--- config.mk ---
export PLATFORM = sky130hd
export DESIGN_NAME = tss_setups
export DESIGN_NICKNAME = d
export VERILOG_FILES = /design/src/inc/tss_pkg.sv /design/src/rtl/tss_setups.sv /design/src/rtl/tss_crc16.sv /design/src/rtl/tss_status_pin.sv
export SDC_FILE = /design/constraint.sdc
export NUM_CORES = 1
export LEC_CHECK = 0
export BUFFER_PORTS_ARGS = -buffer_cell sky130_fd_sc_hd__buf_2
export CAP_MARGIN = 25
export CELL_PAD_IN_SITES_DETAIL_PLACEMENT = 2
export CELL_PAD_IN_SITES_GLOBAL_PLACEMENT = 2
export CORE_ASPECT_RATIO = 0.8
export CORE_MARGIN = 5
export CORE_UTILIZATION = 40
export CTS_CLUSTER_SIZE = 28
export DETAILED_ROUTE_END_ITERATION = 16
export PLACE_DENSITY_LB_ADDON = 0.05
export SYNTH_ARGS = -nofsm -noshare
export SYNTH_HDL_FRONTEND = slang
export SYNTH_SLANG_ARGS = --single-unit
--- constraint.sdc ---
create_clock -name i_clk -period 22.5 [get_ports i_clk]
set_input_delay 1.125 -clock i_clk [delete_from_list [all_inputs] [get_ports i_clk]]
set_output_delay 1.125 -clock i_clk [all_outputs]
set_load 0.02 [all_outputs]
--- src/inc/tss_pkg.sv ---
// Shared constants and types of the touch setups and status logic
package tss_pkg;
    // ==========================================================
    // Timing
    localparam int CLK_HZ = 40_000_000;
    localparam int WD_WINDOW_MS = 2000;
    localparam int HOST_RST_MS = 150;
    localparam int WD_CYCLES = CLK_HZ / 1000 * WD_WINDOW_MS;
    localparam int HOST_RST_CYCLES = CLK_HZ / 1000 * HOST_RST_MS;
    // ==========================================================
    // Sizes
    localparam int ADDR_W = 4;
    localparam int SETUP_BYTES = 7;
    localparam int REPORT_BYTES = 6;
    localparam int KEYS_PER_BYTE = 8;
    // ==========================================================
    // Register offsets
    localparam logic [3:0] OFF_HOP_NOISE = 4'h0;
    localparam logic [3:0] OFF_BURST_A = 4'h1;
    localparam logic [3:0] OFF_BURST_B = 4'h2;
    localparam logic [3:0] OFF_BURST_C = 4'h3;
    localparam logic [3:0] OFF_INTEG_AWAKE = 4'h4;
    localparam logic [3:0] OFF_SCOPE = 4'h5;
    localparam logic [3:0] OFF_STATUS_SEL = 4'h6;
    localparam logic [3:0] OFF_CSUM_LO = 4'h7;
    localparam logic [3:0] OFF_CSUM_HI = 4'h8;
    localparam logic [3:0] OFF_STATE = 4'h9;
    // ==========================================================
    // Fields
    localparam int HOP_LSB = 6;
    localparam int INTEG_LSB = 4;
    localparam logic [7:0] BURST_MASK = 8'h3F;
    localparam logic [7:0] NIBBLE_MASK = 8'h0F;
    localparam logic [7:0] HOP_NOISE_MASK = 8'hCF;
    localparam logic [7:0] SEL_MASK = 8'hED;
    localparam int SEL_DEBUG = 7;
    localparam int SEL_KEY = 6;
    localparam int SEL_TOUCH = 5;
    localparam int SEL_CSUM = 3;
    localparam int SEL_MAINS = 2;
    localparam int SEL_WD = 0;
    localparam logic [1:0] HOP_RECAL = 2'h1;
    localparam logic [5:0] NOISE_BASE = 6'h05;
    localparam logic [5:0] NOISE_STEP = 6'h03;
    // ==========================================================
    // Values after reset, byte 0 in the low lane
    localparam logic [7:0] RST_HOP_NOISE = 8'h40;
    localparam logic [7:0] RST_BURST_A = 8'h18;
    localparam logic [7:0] RST_BURST_B = 8'h1E;
    localparam logic [7:0] RST_BURST_C = 8'h24;
    localparam logic [7:0] RST_INTEG_AWAKE = 8'h3F;
    localparam logic [7:0] RST_SCOPE = 8'h00;
    localparam logic [7:0] RST_STATUS_SEL = 8'h20;
    localparam logic [SETUP_BYTES-1:0][7:0] SETUP_RST = {RST_STATUS_SEL, RST_SCOPE,
        RST_INTEG_AWAKE, RST_BURST_C, RST_BURST_B, RST_BURST_A, RST_HOP_NOISE};
    // ==========================================================
    // Checksum
    localparam logic [15:0] CRC_POLY = 16'h8005;
    localparam logic [15:0] CRC_INIT = 16'h0000;
    // ==========================================================
    // Key report sequencer
    typedef enum logic {REP_IDLE, REP_SEND} tss_rep_t;
endpackage

--- src/rtl/tss_setups.sv ---
// Setups block registers, checksum commit, lookups, key report and status
//
// Function
// Setups checked by checksum over setup bytes
// Host sends checksum low byte first
// Hop mode top bits, default recalibrate
// Scope pulse enabled per drive line bit
// Noise threshold index low nibble, default 0
// Burst delays six bits, defaults 24/30/36
// Awake index low nibble, default 15
// Noise integrator limit upper nibble, default 3
// Status pin active only for selected conditions
// Bit 7 debug use, exclusive, default 0
// Bit 6 key fault activates status
// Bit 5 touch change activates status
// Bit 3 checksum mismatch; bits 4,1 reserved
// Bit 2 mains sync fault activates status
// Bit 0 host watchdog, 2 s window
// Watchdog timeout gives 150 ms host reset
// Watchdog disarmed until first valid command
// Key report returns six flag bytes
// Byte is sense line, bit drive line
// Report byte 0 first, ascending
// Parameters given as indices via lookup
// Recal delay 0 infinite, half second steps
// Frequency offsets used without translation
// Checksum mismatch latched until good block
//
// The implementer's own choices: the placing of the registers and the address-and-strobe port.
`timescale 1ns/10ps
`default_nettype none
module tss_setups #(
    parameter int WD_CYCLES = tss_pkg::WD_CYCLES,
    parameter int PULSE_CYCLES = tss_pkg::HOST_RST_CYCLES,
    parameter int NKEYS = tss_pkg::REPORT_BYTES * tss_pkg::KEYS_PER_BYTE
) (
    input wire logic i_clk,
    input wire logic i_rst,
    input wire logic i_ce,
    input wire logic [tss_pkg::ADDR_W-1:0] i_addr,
    input wire logic [7:0] i_wdata,
    input wire logic i_wr,
    input wire logic i_rd,
    output logic [7:0] o_rdata,
    input wire logic i_host_comm,
    input wire logic i_cmd_valid,
    input wire logic i_key_fault,
    input wire logic i_touch_change,
    input wire logic i_mains_fault,
    input wire logic i_debug_level,
    input wire logic i_burst_active,
    input wire logic [2:0] i_burst_line,
    input wire logic i_report_start,
    input wire logic [NKEYS-1:0] i_touch_flags,
    input wire logic [7:0] i_neg_recal_delay,
    input wire logic [7:0] i_freq_offset_one,
    input wire logic [7:0] i_freq_offset_two,
    output logic [1:0] o_hop_mode,
    output logic o_recal_after_hop,
    output logic [5:0] o_noise_level_limit,
    output logic [5:0] o_burst_delay_a,
    output logic [5:0] o_burst_delay_b,
    output logic [5:0] o_burst_delay_c,
    output logic [3:0] o_integ_limit,
    output logic [7:0] o_awake_tenths,
    output logic o_scope_sync,
    output logic o_nrd_infinite,
    output logic [7:0] o_nrd_half_secs,
    output logic [7:0] o_freq_offset_one,
    output logic [7:0] o_freq_offset_two,
    output logic o_checksum_fault,
    output logic o_rep_valid,
    output logic [7:0] o_rep_byte,
    output logic o_status_n,
    output logic o_host_reset
);
    localparam int NB = tss_pkg::SETUP_BYTES;
    localparam int NR = tss_pkg::REPORT_BYTES;

    typedef struct packed {
        logic [NB-1:0][7:0] stage;
        logic [NB-1:0][7:0] act;
        logic [7:0] csum_lo;
        logic mismatch;
        logic [7:0] rdata;
        tss_pkg::tss_rep_t rstate;
        logic [2:0] rcnt;
        logic [NKEYS-1:0] rflags;
        logic [7:0] rbyte;
        logic rvalid;
        logic scope;
        logic [5:0] noise_cnt;
        logic [7:0] awake;
        logic nrd_inf;
        logic [7:0] nrd_half;
        logic [7:0] fo_one;
        logic [7:0] fo_two;
    } tss_main_st_t;

    tss_main_st_t st;
    tss_main_st_t next_st;
    logic [15:0] calc_crc;
    logic [15:0] rx_crc;
    logic crc_ok;
    logic commit;
    logic wd_armed;

    // ==========================================================
    // Lookups from index to parameter value
    function automatic logic [5:0] noise_counts(input logic [3:0] idx);
        return tss_pkg::NOISE_BASE + 6'(tss_pkg::NOISE_STEP * idx);
    endfunction

    // Awake time in tenths of a second
    function automatic logic [7:0] awake_tenths(input logic [3:0] idx);
        logic [7:0] v;
        case (idx)
            4'h0: v = 8'h01;
            4'h1: v = 8'h02;
            4'h2: v = 8'h03;
            4'h3: v = 8'h05;
            4'h4: v = 8'h07;
            4'h5: v = 8'h0A;
            4'h6: v = 8'h0F;
            4'h7: v = 8'h14;
            4'h8: v = 8'h20;
            4'h9: v = 8'h2D;
            4'hA: v = 8'h3C;
            4'hB: v = 8'h5A;
            4'hC: v = 8'h7B;
            4'hD: v = 8'h96;
            4'hE: v = 8'hBE;
            default: v = 8'hFE;
        endcase
        return v;
    endfunction

    // Write mask of each setup byte; reserved bits never store
    function automatic logic [7:0] byte_mask(input logic [3:0] off);
        logic [7:0] m;
        case (off)
            tss_pkg::OFF_HOP_NOISE: m = tss_pkg::HOP_NOISE_MASK;
            tss_pkg::OFF_BURST_A: m = tss_pkg::BURST_MASK;
            tss_pkg::OFF_BURST_B: m = tss_pkg::BURST_MASK;
            tss_pkg::OFF_BURST_C: m = tss_pkg::BURST_MASK;
            tss_pkg::OFF_STATUS_SEL: m = tss_pkg::SEL_MASK;
            default: m = 8'hFF;
        endcase
        return m;
    endfunction

    // ==========================================================
    // Checksum over the staged setup bytes only
    tss_crc16 #(
        .NBYTES(NB),
        .POLY(tss_pkg::CRC_POLY),
        .INIT(tss_pkg::CRC_INIT)
    ) u_crc (
        .i_data(st.stage),
        .o_crc(calc_crc)
    );

    assign rx_crc = {i_wdata, st.csum_lo};
    assign crc_ok = (rx_crc == calc_crc);
    assign commit = i_wr && (i_addr == tss_pkg::OFF_CSUM_HI);

    // ==========================================================
    // Next state
    always_comb begin
        next_st = st;
        next_st.rdata = 8'h00;
        // Setup bytes only take effect once a good checksum commits them
        if (i_wr && i_addr < tss_pkg::ADDR_W'(NB)) begin
            next_st.stage[i_addr[2:0]] = i_wdata & byte_mask(i_addr);
        end
        if (i_wr && i_addr == tss_pkg::OFF_CSUM_LO) begin
            next_st.csum_lo = i_wdata;
        end
        if (commit) begin
            if (crc_ok) begin
                next_st.act = st.stage;
                next_st.mismatch = 1'b0;
            end else begin
                next_st.mismatch = 1'b1;
            end
        end
        if (i_rd) begin
            if (i_addr < tss_pkg::ADDR_W'(NB)) begin
                next_st.rdata = st.act[i_addr[2:0]];
            end else if (i_addr == tss_pkg::OFF_STATE) begin
                next_st.rdata = {5'h00, o_host_reset, wd_armed, st.mismatch};
            end
        end
        // Key report: byte index is the sense line, bit the drive line
        case (st.rstate)
            tss_pkg::REP_IDLE: begin
                next_st.rvalid = 1'b0;
                if (i_report_start) begin
                    next_st.rflags = i_touch_flags;
                    next_st.rbyte = i_touch_flags[7:0];
                    next_st.rvalid = 1'b1;
                    next_st.rcnt = 3'h1;
                    next_st.rstate = tss_pkg::REP_SEND;
                end
            end
            tss_pkg::REP_SEND: begin
                if (st.rcnt == 3'(NR)) begin
                    next_st.rvalid = 1'b0;
                    next_st.rcnt = 3'h0;
                    next_st.rstate = tss_pkg::REP_IDLE;
                end else begin
                    next_st.rbyte = st.rflags[8*st.rcnt +: 8];
                    next_st.rcnt = st.rcnt + 3'h1;
                end
            end
            default: begin
                next_st.rstate = tss_pkg::REP_IDLE;
                next_st.rvalid = 1'b0;
            end
        endcase
        next_st.scope = i_burst_active
            && st.act[tss_pkg::OFF_SCOPE[2:0]][i_burst_line];
        next_st.noise_cnt = noise_counts(st.act[tss_pkg::OFF_HOP_NOISE[2:0]][3:0]);
        next_st.awake = awake_tenths(st.act[tss_pkg::OFF_INTEG_AWAKE[2:0]][3:0]);
        next_st.nrd_inf = (i_neg_recal_delay == 8'h00);
        next_st.nrd_half = i_neg_recal_delay;
        next_st.fo_one = i_freq_offset_one;
        next_st.fo_two = i_freq_offset_two;
    end

    always_ff @(posedge i_clk or posedge i_rst) begin
        if (i_rst) begin
            st <= '0;
            st.stage <= tss_pkg::SETUP_RST;
            st.act <= tss_pkg::SETUP_RST;
            st.rstate <= tss_pkg::REP_IDLE;
        end else if (i_ce) begin
            st <= next_st;
        end
    end

    // ==========================================================
    // Status pin and host watchdog
    tss_status_pin #(
        .WD_CYCLES(WD_CYCLES),
        .PULSE_CYCLES(PULSE_CYCLES)
    ) u_status (
        .i_clk(i_clk),
        .i_rst(i_rst),
        .i_ce(i_ce),
        .i_sel(st.act[tss_pkg::OFF_STATUS_SEL[2:0]]),
        .i_key_fault(i_key_fault),
        .i_touch_change(i_touch_change),
        .i_csum_fault(st.mismatch),
        .i_mains_fault(i_mains_fault),
        .i_debug_level(i_debug_level),
        .i_host_comm(i_host_comm || i_wr || i_rd),
        .i_cmd_valid(i_cmd_valid),
        .o_status_n(o_status_n),
        .o_wd_armed(wd_armed),
        .o_host_reset(o_host_reset)
    );

    // ==========================================================
    // Outputs
    assign o_rdata = st.rdata;
    assign o_hop_mode = st.act[tss_pkg::OFF_HOP_NOISE[2:0]][tss_pkg::HOP_LSB +: 2];
    assign o_recal_after_hop = (o_hop_mode == tss_pkg::HOP_RECAL);
    assign o_noise_level_limit = st.noise_cnt;
    assign o_burst_delay_a = st.act[tss_pkg::OFF_BURST_A[2:0]][5:0];
    assign o_burst_delay_b = st.act[tss_pkg::OFF_BURST_B[2:0]][5:0];
    assign o_burst_delay_c = st.act[tss_pkg::OFF_BURST_C[2:0]][5:0];
    assign o_integ_limit = st.act[tss_pkg::OFF_INTEG_AWAKE[2:0]][tss_pkg::INTEG_LSB +: 4];
    assign o_awake_tenths = st.awake;
    assign o_scope_sync = st.scope;
    assign o_nrd_infinite = st.nrd_inf;
    assign o_nrd_half_secs = st.nrd_half;
    assign o_freq_offset_one = st.fo_one;
    assign o_freq_offset_two = st.fo_two;
    assign o_checksum_fault = st.mismatch;
    assign o_rep_valid = st.rvalid;
    assign o_rep_byte = st.rbyte;

    // ==========================================================
    // Checks
    a_commit_good: assert property (@(posedge i_clk) disable iff (i_rst)
        i_ce && commit && crc_ok |=> st.act == $past(st.stage) && !st.mismatch)
        else $error("good checksum did not commit setups");
    a_commit_bad: assert property (@(posedge i_clk) disable iff (i_rst)
        i_ce && commit && !crc_ok |=> st.act == $past(st.act) && st.mismatch)
        else $error("bad checksum changed setups or missed flag");
    a_mismatch_held: assert property (@(posedge i_clk) disable iff (i_rst)
        st.mismatch && !(i_ce && commit) |=> st.mismatch)
        else $error("checksum mismatch dropped without good block");
    a_report_len: assert property (@(posedge i_clk) disable iff (i_rst || !i_ce)
        $rose(o_rep_valid) |-> o_rep_valid [*6] ##1 !o_rep_valid)
        else $error("key report not six bytes");
    a_report_first: assert property (@(posedge i_clk) disable iff (i_rst || !i_ce)
        st.rstate == tss_pkg::REP_IDLE && i_report_start
        |=> o_rep_byte == $past(i_touch_flags[7:0]) ##1 o_rep_byte == st.rflags[15:8])
        else $error("key report order wrong");
    a_scope_gate: assert property (@(posedge i_clk) disable iff (i_rst || !i_ce)
        !i_burst_active |=> !o_scope_sync)
        else $error("scope pulse outside burst");
    a_recal_hop: assert property (@(posedge i_clk) disable iff (i_rst)
        o_recal_after_hop == (st.act[0][7:6] == 2'h1))
        else $error("hop mode decode wrong");
    a_nrd_inf: assert property (@(posedge i_clk) disable iff (i_rst || !i_ce)
        i_neg_recal_delay == 8'h00 |=> o_nrd_infinite && o_nrd_half_secs == 8'h00)
        else $error("zero recal delay not infinite");
    a_rdata_idle: assert property (@(posedge i_clk) disable iff (i_rst || !i_ce)
        !i_rd |=> o_rdata == 8'h00)
        else $error("read data outside read answer");
endmodule
`default_nettype wire

--- src/rtl/tss_crc16.sv ---
// Combinational 16-bit checksum over a packed block of bytes
`timescale 1ns/10ps
`default_nettype none
module tss_crc16 #(
    parameter int NBYTES = tss_pkg::SETUP_BYTES,
    parameter logic [15:0] POLY = tss_pkg::CRC_POLY,
    parameter logic [15:0] INIT = tss_pkg::CRC_INIT
) (
    input wire logic [8*NBYTES-1:0] i_data,
    output logic [15:0] o_crc
);
    // ==========================================================
    // Byte step, most significant bit first
    function automatic logic [15:0] crc_step(input logic [15:0] c, input logic [7:0] d);
        logic [15:0] r;
        logic fb;
        r = c;
        for (int i = 7; i >= 0; i--) begin
            fb = r[15] ^ d[i];
            r = {r[14:0], 1'b0};
            if (fb) begin
                r = r ^ POLY;
            end
        end
        return r;
    endfunction

    // Byte 0 enters first
    always_comb begin
        o_crc = INIT;
        for (int k = 0; k < NBYTES; k++) begin
            o_crc = crc_step(o_crc, i_data[8*k +: 8]);
        end
    end
endmodule
`default_nettype wire

--- src/rtl/tss_status_pin.sv ---
// Status pin condition selection and host watchdog
`timescale 1ns/10ps
`default_nettype none
module tss_status_pin #(
    parameter int WD_CYCLES = tss_pkg::WD_CYCLES,
    parameter int PULSE_CYCLES = tss_pkg::HOST_RST_CYCLES
) (
    input wire logic i_clk,
    input wire logic i_rst,
    input wire logic i_ce,
    input wire logic [7:0] i_sel,
    input wire logic i_key_fault,
    input wire logic i_touch_change,
    input wire logic i_csum_fault,
    input wire logic i_mains_fault,
    input wire logic i_debug_level,
    input wire logic i_host_comm,
    input wire logic i_cmd_valid,
    output logic o_status_n,
    output logic o_wd_armed,
    output logic o_host_reset
);
    localparam int WD_W = $clog2(WD_CYCLES + 1);
    localparam int PL_W = $clog2(PULSE_CYCLES + 1);

    typedef struct packed {
        logic armed;
        logic pulsing;
        logic [WD_W-1:0] wcnt;
        logic [PL_W-1:0] pcnt;
        logic status_n;
    } tss_wd_st_t;

    tss_wd_st_t st;
    tss_wd_st_t next_st;
    logic active;

    // ==========================================================
    // Next state
    always_comb begin
        next_st = st;
        if (i_cmd_valid) begin
            next_st.armed = 1'b1;
        end
        if (st.armed && i_sel[tss_pkg::SEL_WD] && !st.pulsing) begin
            if (i_host_comm) begin
                next_st.wcnt = '0;
            end else if (st.wcnt == WD_W'(WD_CYCLES - 1)) begin
                next_st.wcnt = '0;
                next_st.pulsing = 1'b1;
                next_st.pcnt = '0;
            end else begin
                next_st.wcnt = st.wcnt + 1'b1;
            end
        end else if (!st.pulsing) begin
            next_st.wcnt = '0;
        end
        if (st.pulsing) begin
            if (st.pcnt == PL_W'(PULSE_CYCLES - 1)) begin
                next_st.pulsing = 1'b0;
            end else begin
                next_st.pcnt = st.pcnt + 1'b1;
            end
        end
        active = (i_sel[tss_pkg::SEL_KEY] && i_key_fault)
            || (i_sel[tss_pkg::SEL_TOUCH] && i_touch_change)
            || (i_sel[tss_pkg::SEL_CSUM] && i_csum_fault)
            || (i_sel[tss_pkg::SEL_MAINS] && i_mains_fault)
            || st.pulsing;
        // Debug use owns the pin; other selections are ignored then
        if (i_sel[tss_pkg::SEL_DEBUG]) begin
            next_st.status_n = ~i_debug_level;
        end else begin
            next_st.status_n = ~active;
        end
    end

    always_ff @(posedge i_clk or posedge i_rst) begin
        if (i_rst) begin
            st <= '0;
            st.status_n <= 1'b1;
        end else if (i_ce) begin
            st <= next_st;
        end
    end

    assign o_status_n = st.status_n;
    assign o_wd_armed = st.armed;
    assign o_host_reset = st.pulsing;

    // ==========================================================
    // Checks
    a_wd_disarmed: assert property (@(posedge i_clk) disable iff (i_rst)
        !st.armed |-> !st.pulsing && st.wcnt == '0)
        else $error("watchdog ran while disarmed");
    a_pulse_drives_pin: assert property (@(posedge i_clk) disable iff (i_rst || !i_ce)
        st.pulsing && !i_sel[tss_pkg::SEL_DEBUG] |=> !o_status_n)
        else $error("host reset pulse not on status pin");
    a_sel_gates_pin: assert property (@(posedge i_clk) disable iff (i_rst || !i_ce)
        i_sel == 8'h00 && !st.pulsing |=> o_status_n)
        else $error("status active with nothing selected");
    a_debug_follow: assert property (@(posedge i_clk) disable iff (i_rst || !i_ce)
        i_sel[tss_pkg::SEL_DEBUG] |=> o_status_n == !$past(i_debug_level))
        else $error("debug level not on status pin");
endmodule
`default_nettype wire

Word-level counts from Yosys, hierarchy flattened
Memory sizes are Yosys's and may differ from the RTL's. A register that Yosys moved wholly into a read port is not among the register bits. Index checks and enable logic that the tools add are counted.

Reductions and logical operators: 31. $lt $le $gt $ge: 4. $mul: 1. Eq/ne operators: 16. Muxes and demuxes: 91. Bitwise operators: 114. Shift operators: 1. Add/subtract/negate cells: 4.

Operators with widths (number): 2-to-1 mux 16 bit (56); inverter 3 bit (55); 2-to-1 mux 23 bit (5); 2-to-1 mux 27 bit (4); 2-to-1 mux 61 bit (1); bitwise mux 56 bit (1); bitwise XOR 1 bit (55); 2-to-1 mux 8 bit (6); indexed part select 48 x 7 -> 8 bit (1); adder 27 x 1 -> 27 bit (second input constant) (1); == test 27 bit (second input constant) (1); binary-select mux 8 bit (select 3 bit) (1); demux 8 bit (select 3 bit) (1); case mux 8 bit (3 select lines) (1); adder 23 x 1 -> 23 bit (second input constant) (1); == test 23 bit (second input constant) (1); case mux 9 bit (2 select lines) (1); == test 16 bit (1); AND reduction 2 bit (7); logical AND 1 bit (11); 2-to-1 mux 1 bit (10); AND reduction 3 bit (3); AND 8 bit (1); == test 4 x 2 -> 1 bit (second input constant) (2); 22 further kinds (35).

Memories kept: 1. Bits in registers: 275. Memory bits (read-only): 128. Logic and storage cells: 296. Output and inout port bits: 85.

Memory list: (no name shown) (depth 16, bits a word 8, read ports 1, clocked after Yosys merged registers in 1, write ports 0, line tss_setups.sv:117) `case (idx)`.

Depth between registers and ports, before layout
Gate-level depths: netlist of run 1.

Word-level depth: 113. Mapped depth: 12.

By module
A second synthesis of run 1 with hierarchy kept.

Cell total of the unflattened synthesis: 1276. Area, all modules: 15195.8 um^2.

By module, submodules not included: tss_setups (sequential area each 5795.6 um^2, area each 10874.2 um^2, cells each 858, times used 1); tss_status_pin (sequential area each 1327.5 um^2, area each 3000.4 um^2, cells each 313, times used 1); tss_crc16 (sequential area each 0.0 um^2, area each 1321.3 um^2, cells each 105, times used 1).

Worst setup path after synthesis of run 1
Ideal clock, no wire load.

Kind: register -> register. Start point: register st[186] (netlist bit). End point: register st, in the netlist o_burst_delay_c[0]. Setup slack: 18.942 ns. Clock period less this slack: 3.558 ns. Path buffers: 2. Arrival time: 3.430 ns. Cell stages (with the launch flop): 12. Cell sequence: dfstp_2 -> xor2_1 -> xnor3_1 -> xnor3_1 -> xor2_1 -> xnor3_1 -> xnor2_1 -> mux2i_1 -> o2111ai_2 -> buf_4 -> buf_6 -> mux2_1.

Longest elaborated chain between the ends: 92. Elaborated cells between the ends (all ways): 135. Those cells by class: 1 x eq/ne; 45 x mux; 88 x bitwise; 1 x reduce/logical.

RTL lines: start, declared (line tss_setups.sv:100) `tss_main_st_t st;`; start signal, assigned (line tss_setups.sv:238) `st <= next_st;`; bitwise XOR 1 bit * (line tss_crc16.sv:19) `fb = r[15] ^ d[i];`; 2-to-1 mux 16 bit * (line tss_crc16.sv:21) `if (fb) begin`; bitwise XOR 1 bit (line tss_crc16.sv:19); 2-to-1 mux 16 bit * (line tss_crc16.sv:21); bitwise XOR 1 bit (line tss_crc16.sv:19); 2-to-1 mux 16 bit * (line tss_crc16.sv:21); bitwise XOR 1 bit (line tss_crc16.sv:19); 2-to-1 mux 16 bit * (line tss_crc16.sv:21); (+76 left out); bitwise XOR 1 bit (line tss_crc16.sv:19); 2-to-1 mux 16 bit * (line tss_crc16.sv:21); bitwise XOR 1 bit (line tss_crc16.sv:19); 2-to-1 mux 16 bit * (line tss_crc16.sv:21); bitwise XOR 1 bit (line tss_crc16.sv:19); 2-to-1 mux 16 bit * (line tss_crc16.sv:21); == test 16 bit * (line tss_setups.sv:164) `assign crc_ok = (rx_crc == calc_crc);`; AND reduction 3 bit (no source line) *.

Mark *: on every way between the ends. The rest lies on a longest branch, timed or not. A chain may end at the register's enable or synchronous reset.

Worst setup path after layout of run 1
Start point: register st[186] (netlist bit). End point: register st[170] (netlist bit).

The elaborated chain is that of the path after synthesis.

==> qor.log, run 1 <==
qor: layout.fillCellCount 3739
qor: timing.slew_headroom 38.4%
qor: timing.timing.final.crit_period 4.23 ns
qor: detailed_routing.routed-via-count 10.1k
qor: worst_setup_path.timing.critical_path.arrival 4.63 ns
qor: worst_setup_path.worstSetupStartpointType register
qor: yosys.synthAdderAreaFrac 1.15%
qor: detailed_routing.antenna_left 0
qor: yosys.dominant_combinational_cell_family_by_area_after_synthesis multiplexers
qor: layout.drive_gt1_share 31.2%
qor: timing.slew_viol_final 0
qor: clock_tree.cts_max_path_buffers 3
qor: timing.max_freq 236 MHz
qor: clock_tree.ctsHtreeMaxLevel 2
qor: pwr.p_clk_share 28.8%
qor: timing.post_route_fraction_of_the_period_consumed_by_the_critical_path 18.8%
qor: yosys.synthDistinctLibCells 60
qor: global_routing.pin_count_of_the_biggest_net_entering_global_routing 77
qor: die.fp.dieW 225 microns
qor: pwr.power 1.94 mW
qor: pwr.power_density_cells 115 nW/um^2
qor: die.die_h 182 microns
qor: placed_design.dpl_cells 1823
qor: detailed_routing.post_drt_wl_per_cell 23.9 microns
qor: worst_setup_path.cp.required 22.90 ns
qor: worst_setup_path.crit_type reg -> reg
qor: timing.setup_viol 0
qor: timing.finalHoldViolCount 0
qor: die.die_outline_area 41000 sq um
qor: yosys.ys_seq_area_share 48.1%
qor: hold_path.worst_hold_path_type reg -> reg
qor: clock_tree.post-cts-setup-buffers 0
qor: global_routing.grt_pass1_vias 11.2k
qor: yosys.synth-main-ff-cell sky130_fd_sc_hd__dfrtp_1
qor: placed_design.place.gp.congestion 0.845
qor: run.max_cap_viols 0
qor: detailed_routing.drcViolationCount 0
qor: pwr.largest_voltage_drop_on_the_vdd_net 111 uV
qor: placed_design.placement.io_buffers 184
qor: run_status.outcome finished clean
qor: clock_tree.root_buffer sky130_fd_sc_hd__clkbuf_16
qor: die.pin_count 185
qor: yosys.synth_compound_gate_area_share 6.47%
qor: clock_tree.post_cts_resize_count 0
qor: yosys.synthesis.area_per_instance 11.7 sq um
qor: timing.max_clock_skew 0.0164 ns
qor: die.rows 63
qor: die.initial_core_utilization 40.2%
qor: global_routing.overflow 0
qor: timing.worst_pin_slew 0.916 ns
qor: yosys.synth-async-reset-ratio 100%
qor: detailed_routing.viasPerCell 5.36
qor: worst_setup_path.cp_max_fo 57
qor: clock_tree.clk_pin_slew_worst_paths 0.06 ns
qor: pwr.combinationalPowerShare 38.6%
qor: layout.finish.net_count 1488
qor: yosys.synth_fp_nets 1384
qor: layout.diodes 0
qor: yosys.post_synth_mux_area_share 18.0%
qor: placed_design.hpwlAfterDp 32600 microns
qor: yosys.ys.warnings.count 0
qor: global_routing.grt_pass1_wl 70000 microns
qor: timing.grt_setup_unrepaired no
qor: global_routing.global_route_usage_over_all_layers 22.0%
qor: detailed_routing.dr.first_iter.drc_count 503
qor: worst_setup_path.cp_endpoint_kind register
qor: clock_tree.clock-sinks 283
qor: yosys.synth_enable_flop_cells 0
qor: clock_tree.cts_tree built
qor: yosys.synth-simple-area-share 9.40%
qor: yosys.ys_ff_latch 283
qor: die.floorplan.core_area 36800 sq um
qor: pwr.swShare 33.4%
qor: layout.final-instance-count-excl-fill 1886
qor: pwr.p_leak 7.78 nW
qor: detailed_routing.drt_first_pass_iters 4
qor: global_routing.antenna_found_initial 8
qor: clock_tree.postCtsHoldBufs 0
qor: yosys.synth_cells 1271
qor: yosys.cell_area_after_synthesis 14800 sq um
qor: yosys.xor_xnor_portion_of_the_synthesized_cell_area 10.7%
qor: detailed_routing.postRouteWirelength 45100 microns
qor: clock_tree.clkLatencyLatePin 0.52 ns
qor: layout.area_growth_from_synthesis_to_layout 13.7%
qor: clock_tree.cts_buffers 34
qor: pwr.p_sw 0.650 mW
qor: pwr.power_report.internal_total 1.29 mW
qor: pwr.power_frac_seq 32.6%
qor: timing.totalNegativeSetupSlack 0 ns
stage by stage:
stage / worst slack, ns / area, sq um / hold slack (ns) / utilization [%]
finish: 18.27 / 16800 / 0.482 / 45.7
global route: 18.06 / 16800 / 0.508 / 45.7
CTS: 18.25 / 16800 / 0.485 / 45.6
detailed placement: 18.28 / 15600 / 0.470 / 42.5
global placement: 18.29 / 15600 / 0.460 / 42.5
floorplan: 13.62 / 14800 / 0.449 / -
power by group through the flow:
| stage | registers (mW) | logic (mW) | clock network [mW] |
|---|---|---|---|
| 2_1_floorplan | 0.611 | 0.615 | 0 |
| 6_report | 0.634 | 0.751 | 0.560 |
| 4_1_cts | 0.634 | 0.754 | 0.578 |
| 3_5_place_dp | 0.641 | 0.747 | 0 |
| 5_1_grt | 0.641 | 0.807 | 0.597 |
| 3_3_place_gp | 0.638 | 0.724 | 0 |
per-layer routing:
metal / part of all wire [%] / vias to the layer above / GRT usage (%)
li1: - / 4590 / -
met1: 49 / 5273 / 33.2
met2: 45 / 180 / 33.6
met3: 4.7 / 53 / 4.26
met4: 1.3 / 6 / 3.75
met5: 0.10 / - / 0
worst max-delay path, cell delays in order, from the launching register on:
cell                        delay [ns]
sky130_fd_sc_hd__dfstp_2          0.56
sky130_fd_sc_hd__xor2_1           0.22
sky130_fd_sc_hd__xnor3_1          0.44
sky130_fd_sc_hd__xnor3_1          0.40
sky130_fd_sc_hd__xor2_1           0.23
sky130_fd_sc_hd__xnor3_1          0.55
sky130_fd_sc_hd__xnor2_1          0.24
sky130_fd_sc_hd__mux2i_1          0.14
sky130_fd_sc_hd__o2111ai_4        0.20
sky130_fd_sc_hd__buf_4            0.69
sky130_fd_sc_hd__mux2_1           0.40
placed cells by master (no fill, tap or decap), types with 9 or more instances in the layout:
cell type,n
sky130_fd_sc_hd__xnor3_1,18
sky130_fd_sc_hd__mux2i_1,23
sky130_fd_sc_hd__nand4_1,14
sky130_fd_sc_hd__dfrtp_1,250
sky130_fd_sc_hd__nand2b_1,12
sky130_fd_sc_hd__o22ai_1,9
sky130_fd_sc_hd__inv_1,27
sky130_fd_sc_hd__nand2_1,91
sky130_fd_sc_hd__nor3_1,9
sky130_fd_sc_hd__o21ai_1,12
sky130_fd_sc_hd__nor2_1,68
sky130_fd_sc_hd__a21oi_1,34
sky130_fd_sc_hd__and2_1,10
sky130_fd_sc_hd__o31ai_1,12
sky130_fd_sc_hd__mux2_1,56
sky130_fd_sc_hd__nor4_1,11
sky130_fd_sc_hd__clkbuf_16,37
sky130_fd_sc_hd__buf_4,13
sky130_fd_sc_hd__mux4_2,18
sky130_fd_sc_hd__xnor2_1,90
sky130_fd_sc_hd__o21ai_0,51
sky130_fd_sc_hd__nor2b_1,13
sky130_fd_sc_hd__and3_1,14
sky130_fd_sc_hd__dfstp_2,33
sky130_fd_sc_hd__buf_2,184
sky130_fd_sc_hd__mux2_2,124
sky130_fd_sc_hd__ha_1,12
sky130_fd_sc_hd__nand3_1,27
sky130_fd_sc_hd__xor2_1,38
sky130_fd_sc_hd__a22o_1,9
synthesized netlist by cell type (12+ instances only):
master	count	area [sq um]
sky130_fd_sc_hd__a21oi_1	34	170
sky130_fd_sc_hd__and3_1	14	87.6
sky130_fd_sc_hd__buf_1	14	52.6
sky130_fd_sc_hd__buf_4	79	593
sky130_fd_sc_hd__clkbuf_1	33	124
sky130_fd_sc_hd__dfrtp_1	250	6260
sky130_fd_sc_hd__dfstp_2	33	867
sky130_fd_sc_hd__ha_1	12	150
sky130_fd_sc_hd__inv_1	28	105
sky130_fd_sc_hd__mux2_1	56	631
sky130_fd_sc_hd__mux2_2	124	1400
sky130_fd_sc_hd__mux2i_1	23	230
sky130_fd_sc_hd__mux4_2	18	405
sky130_fd_sc_hd__nand2_1	91	342
sky130_fd_sc_hd__nand2b_1	12	75.1
sky130_fd_sc_hd__nand3_1	28	140
sky130_fd_sc_hd__nand4_1	14	87.6
sky130_fd_sc_hd__nor2_1	68	255
sky130_fd_sc_hd__nor2b_1	13	81.3
sky130_fd_sc_hd__o21ai_0	51	255
sky130_fd_sc_hd__o21ai_1	12	60.1
sky130_fd_sc_hd__o31ai_1	12	90.1
sky130_fd_sc_hd__xnor2_1	90	788
sky130_fd_sc_hd__xnor3_1	18	405
sky130_fd_sc_hd__xor2_1	38	333
worst paths after layout:
path | cells after the start | slack (ns) | from | end
worst max-delay path | 10 | 18.27 | st[186] | st[170]
worst min-delay path | 1 | 0.48 | o_awake_tenths[2] | o_awake_tenths[2]
worst max register to register | 10 | 18.27 | st[186] | st[170]
worst min register to register | 1 | 0.48 | o_awake_tenths[2] | o_awake_tenths[2]
max in group asynchronous | 5 | 19.87 | i_rst | u_status.o_status_n
min in group asynchronous | 2 | 0.65 | i_rst | st[83]
sequential cells by signal (all words and copies together), names as in the netlist:
signal                 cells
o_burst_delay_a            6
rx_crc                     8
o_burst_delay_b            6
o_nrd_infinite             1
o_rdata                    8
o_scope_sync               1
o_freq_offset_two          8
o_rep_byte                 8
o_noise_level_limit        6
o_burst_delay_c            6
o_hop_mode                 2
st                       140
o_awake_tenths             8
o_freq_offset_one          8
u_status.o_host_reset      1
u_status.st               50
o_nrd_half_secs            8
u_status.o_status_n        1
o_rep_valid                1
u_status.o_wd_armed        1
o_integ_limit              4
o_checksum_fault           1
cell type report:
cell class / count / area [sq um] / area share [%]
Tap cell: 487 / 609 / 3.62
Sequential cell: 283 / 7120 / 42.3
Inverter: 28 / 113 / 0.669
Clock inverter: 7 / 66.3 / 0.394
Multi-Input combinational cell: 829 / 6790 / 40.3
Timing Repair Buffer: 199 / 1070 / 6.37
Clock buffer: 53 / 1070 / 6.33
kinds of logic (layout without fill, tap and decap cells):
group,count (synthesis),count (layout)
fa+ha+maj,13,13
xor+xnor,149,149
simple gates,289,289
mux,221,221
compound gates,157,157
flops,283,283
buf+inv,159,287
Power figures use the tool's default switching activity.
==> inputs of run 2 (changes only) <==
--- a/config.mk
+++ b/config.mk
@@ -5,13 +5,14 @@
 export SDC_FILE = /design/constraint.sdc
 export NUM_CORES = 1
 export LEC_CHECK = 0
+export ABC_AREA = 1
 export BUFFER_PORTS_ARGS = -buffer_cell sky130_fd_sc_hd__buf_2
 export CAP_MARGIN = 25
 export CELL_PAD_IN_SITES_DETAIL_PLACEMENT = 2
 export CELL_PAD_IN_SITES_GLOBAL_PLACEMENT = 2
 export CORE_ASPECT_RATIO = 0.8
 export CORE_MARGIN = 5
-export CORE_UTILIZATION = 40
+export CORE_UTILIZATION = 32
 export CTS_CLUSTER_SIZE = 28
 export DETAILED_ROUTE_END_ITERATION = 16
 export PLACE_DENSITY_LB_ADDON = 0.05
==> constraint.sdc (replaced) <==
create_clock -name i_clk -period 3.6 [get_ports i_clk]
set_input_delay 0.18 -clock i_clk [delete_from_list [all_inputs] [get_ports i_clk]]
set_output_delay 0.18 -clock i_clk [all_outputs]
set_load 0.02 [all_outputs]
==> qor.log, run 2 <==
qor: yosys.synth-async-reset-ratio 100%
qor: yosys.synthTopCellsByArea sky130_fd_sc_hd__dfrtp_1 40%, sky130_fd_sc_hd__nand2_1 13%, sky130_fd_sc_hd__dfstp_2 5.5%
qor: global_routing.grt_pass1_vias 17.0k
qor: worst_setup_path.cp_endpoint_kind register
qor: clock_tree.clock-sinks 283
qor: layout.finish.net_count 2433
qor: layout.layout.cell_area.non_filler 22000 sq um
qor: die.die_outline_area 53400 sq um
qor: yosys.ys.warnings.count 0
qor: timing.slew_headroom 32.6%
qor: layout.drive_gt1_share 33.2%
qor: placed_design.dpl_cells 2761
qor: worst_setup_path.timing.critical_path.mode_cell sky130_fd_sc_hd__nand2_4
qor: layout.final-seq-area 7130 sq um
qor: layout.finish.utilization 45.5%
qor: timing.timing.final.crit_period 5.53 ns
qor: worst_setup_path.cp_max_fo 8
qor: layout.multi_input_logic_area 8210 sq um
qor: layout.largest_register_ffs 140
qor: die.pin_count 185
qor: detailed_routing.post_drt_wl_per_cell 23.4 microns
qor: run_status.outcome complete, but fails checks
qor: placed_design.detailed_place.area 17800 sq um
qor: timing.post_route_fraction_of_the_period_consumed_by_the_critical_path 154%
qor: clock_tree.root_buffer sky130_fd_sc_hd__clkbuf_16
qor: timing.finalHoldViolCount 0
qor: worst_setup_path.crit_path_max_cell_delay 0.56 ns
qor: clock_tree.clk_pin_slew_worst_paths 0.06 ns
qor: die.floorplan.core_area 48300 sq um
qor: layout.reg_with_most_ffs st
qor: yosys.synth_cells 1930
qor: timing.worst_pin_slew 1.01 ns
qor: detailed_routing.postRouteWirelength 69600 microns
qor: yosys.ys_ff_latch 283
qor: layout.diodes 0
qor: global_routing.overflow 0
qor: run.max_cap_viols 0
qor: clock_tree.cts_buffers 35
qor: layout.final-instance-count-excl-fill 2976
qor: die.rows 72
qor: placed_design.placement.io_buffers 184
qor: global_routing.pin_count_of_the_biggest_net_entering_global_routing 86
qor: yosys.yosys.cell_count.top_type sky130_fd_sc_hd__nand2_1
qor: layout.layout_common_cells 423 x sky130_fd_sc_hd__nand2_1, 247 x sky130_fd_sc_hd__dfrtp_1, 184 x sky130_fd_sc_hd__buf_2
qor: worst_setup_path.crit_type reg -> reg
qor: detailed_routing.drt_first_pass_iters 5
qor: worst_setup_path.critical_path.slowest_cell sky130_fd_sc_hd__dfstp_2
qor: die.die_h 208 microns
qor: die.fp.dieW 257 microns
qor: worst_setup_path.cp.required 4.05 ns
qor: global_routing.global_route_usage_over_all_layers 25.1%
qor: clock_tree.cts_tree built
qor: worst_setup_path.worstSetupStartpointType register
qor: global_routing.grt_pass1_wl 106000 microns
qor: worst_setup_path.timing.critical_path.arrival 5.98 ns
qor: yosys.synthesis.area_per_instance 8.10 sq um
qor: clock_tree.clkLatencyLatePin 0.57 ns
qor: yosys.netlist_top_cells_count 526 x sky130_fd_sc_hd__nand2_1, 250 x sky130_fd_sc_hd__dfrtp_1, 182 x sky130_fd_sc_hd__inv_1, 153 x sky130_fd_sc_hd__nand3_1, 140 x sky130_fd_sc_hd__o21ai_0
qor: detailed_routing.antenna_left 0
qor: timing.fin_ws -1.93 ns
qor: yosys.ys_seq_area_share 45.6%
qor: yosys.synthDominantCellAreaShare 40.0%
qor: placed_design.hpwlAfterDp 44800 microns
qor: detailed_routing.viasPerCell 5.12
qor: yosys.synth-main-ff-cell sky130_fd_sc_hd__dfrtp_1
qor: yosys.cell_area_after_synthesis 15600 sq um
qor: layout.reg.largest.list st (140), u_status.st (50)
qor: clock_tree.ctsHtreeMaxLevel 2
qor: detailed_routing.dr.first_iter.drc_count 834
qor: timing.slew_viol_final 0
qor: timing.max_freq 181 MHz
qor: placed_design.place.gp.congestion 0.791
qor: timing.grt_setup_unrepaired yes
qor: layout.area_growth_from_synthesis_to_layout 40.6%
qor: yosys.synth_top_area_cell sky130_fd_sc_hd__dfrtp_1
qor: detailed_routing.routed-via-count 15.2k
qor: timing.max_clock_skew 0.0272 ns
qor: clock_tree.cts_max_path_buffers 3
qor: die.initial_core_utilization 32.4%
qor: yosys.synth_enable_flop_cells 0
qor: layout.most_frequent_standard_cell_in_the_layout_excluding_fill_and_tap_cells sky130_fd_sc_hd__nand2_1
qor: run_status.violations_in_the_final_reports negative setup slack
qor: hold_path.worst_hold_path_type in -> reg
qor: global_routing.antenna_found_initial 0
qor: yosys.synthDistinctLibCells 52
qor: layout.fillCellCount 5230
qor: timing.setup_viol 57
qor: yosys.synth_fp_nets 2043
qor: detailed_routing.drcViolationCount 0
qor: timing.hold_slack_final 0.0559 ns
-- run 2: cell count changes in the layout (fill, tap and decap cells not counted), moves of 31 or more --
cell / change
sky130_fd_sc_hd__buf_4: +163
sky130_fd_sc_hd__dlygate4sd3_1: +83
sky130_fd_sc_hd__inv_1: +139
sky130_fd_sc_hd__mux2_1: -56
sky130_fd_sc_hd__mux2_2: -81
sky130_fd_sc_hd__nand2_1: +332
sky130_fd_sc_hd__nand2_2: +72
sky130_fd_sc_hd__nand2_4: +49
sky130_fd_sc_hd__nand3_1: +61
sky130_fd_sc_hd__nand3_2: +31
sky130_fd_sc_hd__nand3_4: +42
sky130_fd_sc_hd__nor2_1: +43
sky130_fd_sc_hd__o21ai_0: +87
sky130_fd_sc_hd__xnor2_1: -60
-- run 2: final timing paths --
check | slack [ns] | startpoint | to | cells past startpoint
setup / recovery | -1.93 | st[180] | st[120] | 42
hold / removal | 0.06 | i_wdata[4] | rx_crc[4] | 3
setup reg to reg | -1.93 | st[180] | st[120] | 42
hold reg to reg | 0.47 | o_freq_offset_one[4] | o_freq_offset_one[4] | 2
max in group asynchronous | 2.36 | i_rst | st[152] | 4
min in group asynchronous | 0.30 | i_rst | u_status.st[41] | 3
-- run 2: per-stage QoR --
step                TNS (ns)  setup slack (ns)
floorplan            -123.41            -0.883
global placement      -95.49             -1.76
detailed placement   -103.82             -1.89
CTS                   -95.42             -1.69
global route         -127.61             -2.29
finish               -107.22             -1.93
-- run 2: worst max-delay path: cells and delay by family (launching register included) --
family | cells | cell delay, ns
AO/OA/AOI/OAI | 1 | 0.29
AND/OR/NAND/NOR | 30 | 2.93
XOR/XNOR | 2 | 0.53
buffers and inverters | 9 | 1.08
flip-flops | 1 | 0.56
-- run 2: repair_timing --
action	4_1_cts	5_1_grt
hold endpoints to repair	111	0
gates resized for setup	131	192
endpoints found under the setup margin	57	58
hold buffers	83	0
pin swaps	14	62
gates cloned	11	4
setup buffers	55	16
-- run 2: kinds of logic (layout without fill, tap and decap cells) --
logic type | Yosys count | after routing | share of synthesized area (%)
buffers and inverters | 325 | 742 | 10.2
muxes | 43 | 43 | 3.10
and+or+nand+nor | 898 | 898 | 24.6
AOI/OAI and AO/OA | 264 | 264 | 9.61
adders and majority gates | 13 | 13 | 1.09
DFF | 283 | 283 | 45.6
xor gates and xnor gates | 104 | 104 | 5.83
-- run 2: routing by layer --
layer / global-route usage, % / wire, microns
met4: 5.26 / 1410
met3: 3.89 / 2430
met1: 35.2 / 32700
met2: 41.4 / 33100
met5: 0 / 0
-- run 2: final cells by class --
| class | count | share of cell area, % |
|---|---|---|
| Multi-Input combinational cell | 1322 | 37.4 |
| Clock inverter | 12 | 0.695 |
| Tap cell | 629 | 3.58 |
| Inverter | 193 | 3.36 |
| Clock buffer | 52 | 4.88 |
| Timing Repair Buffer | 485 | 17.7 |
| Sequential cell | 283 | 32.4 |
Power of run 2 is not shown: default switching activity piles up to over one toggle a cycle in this logic, so the estimate is an artifact.
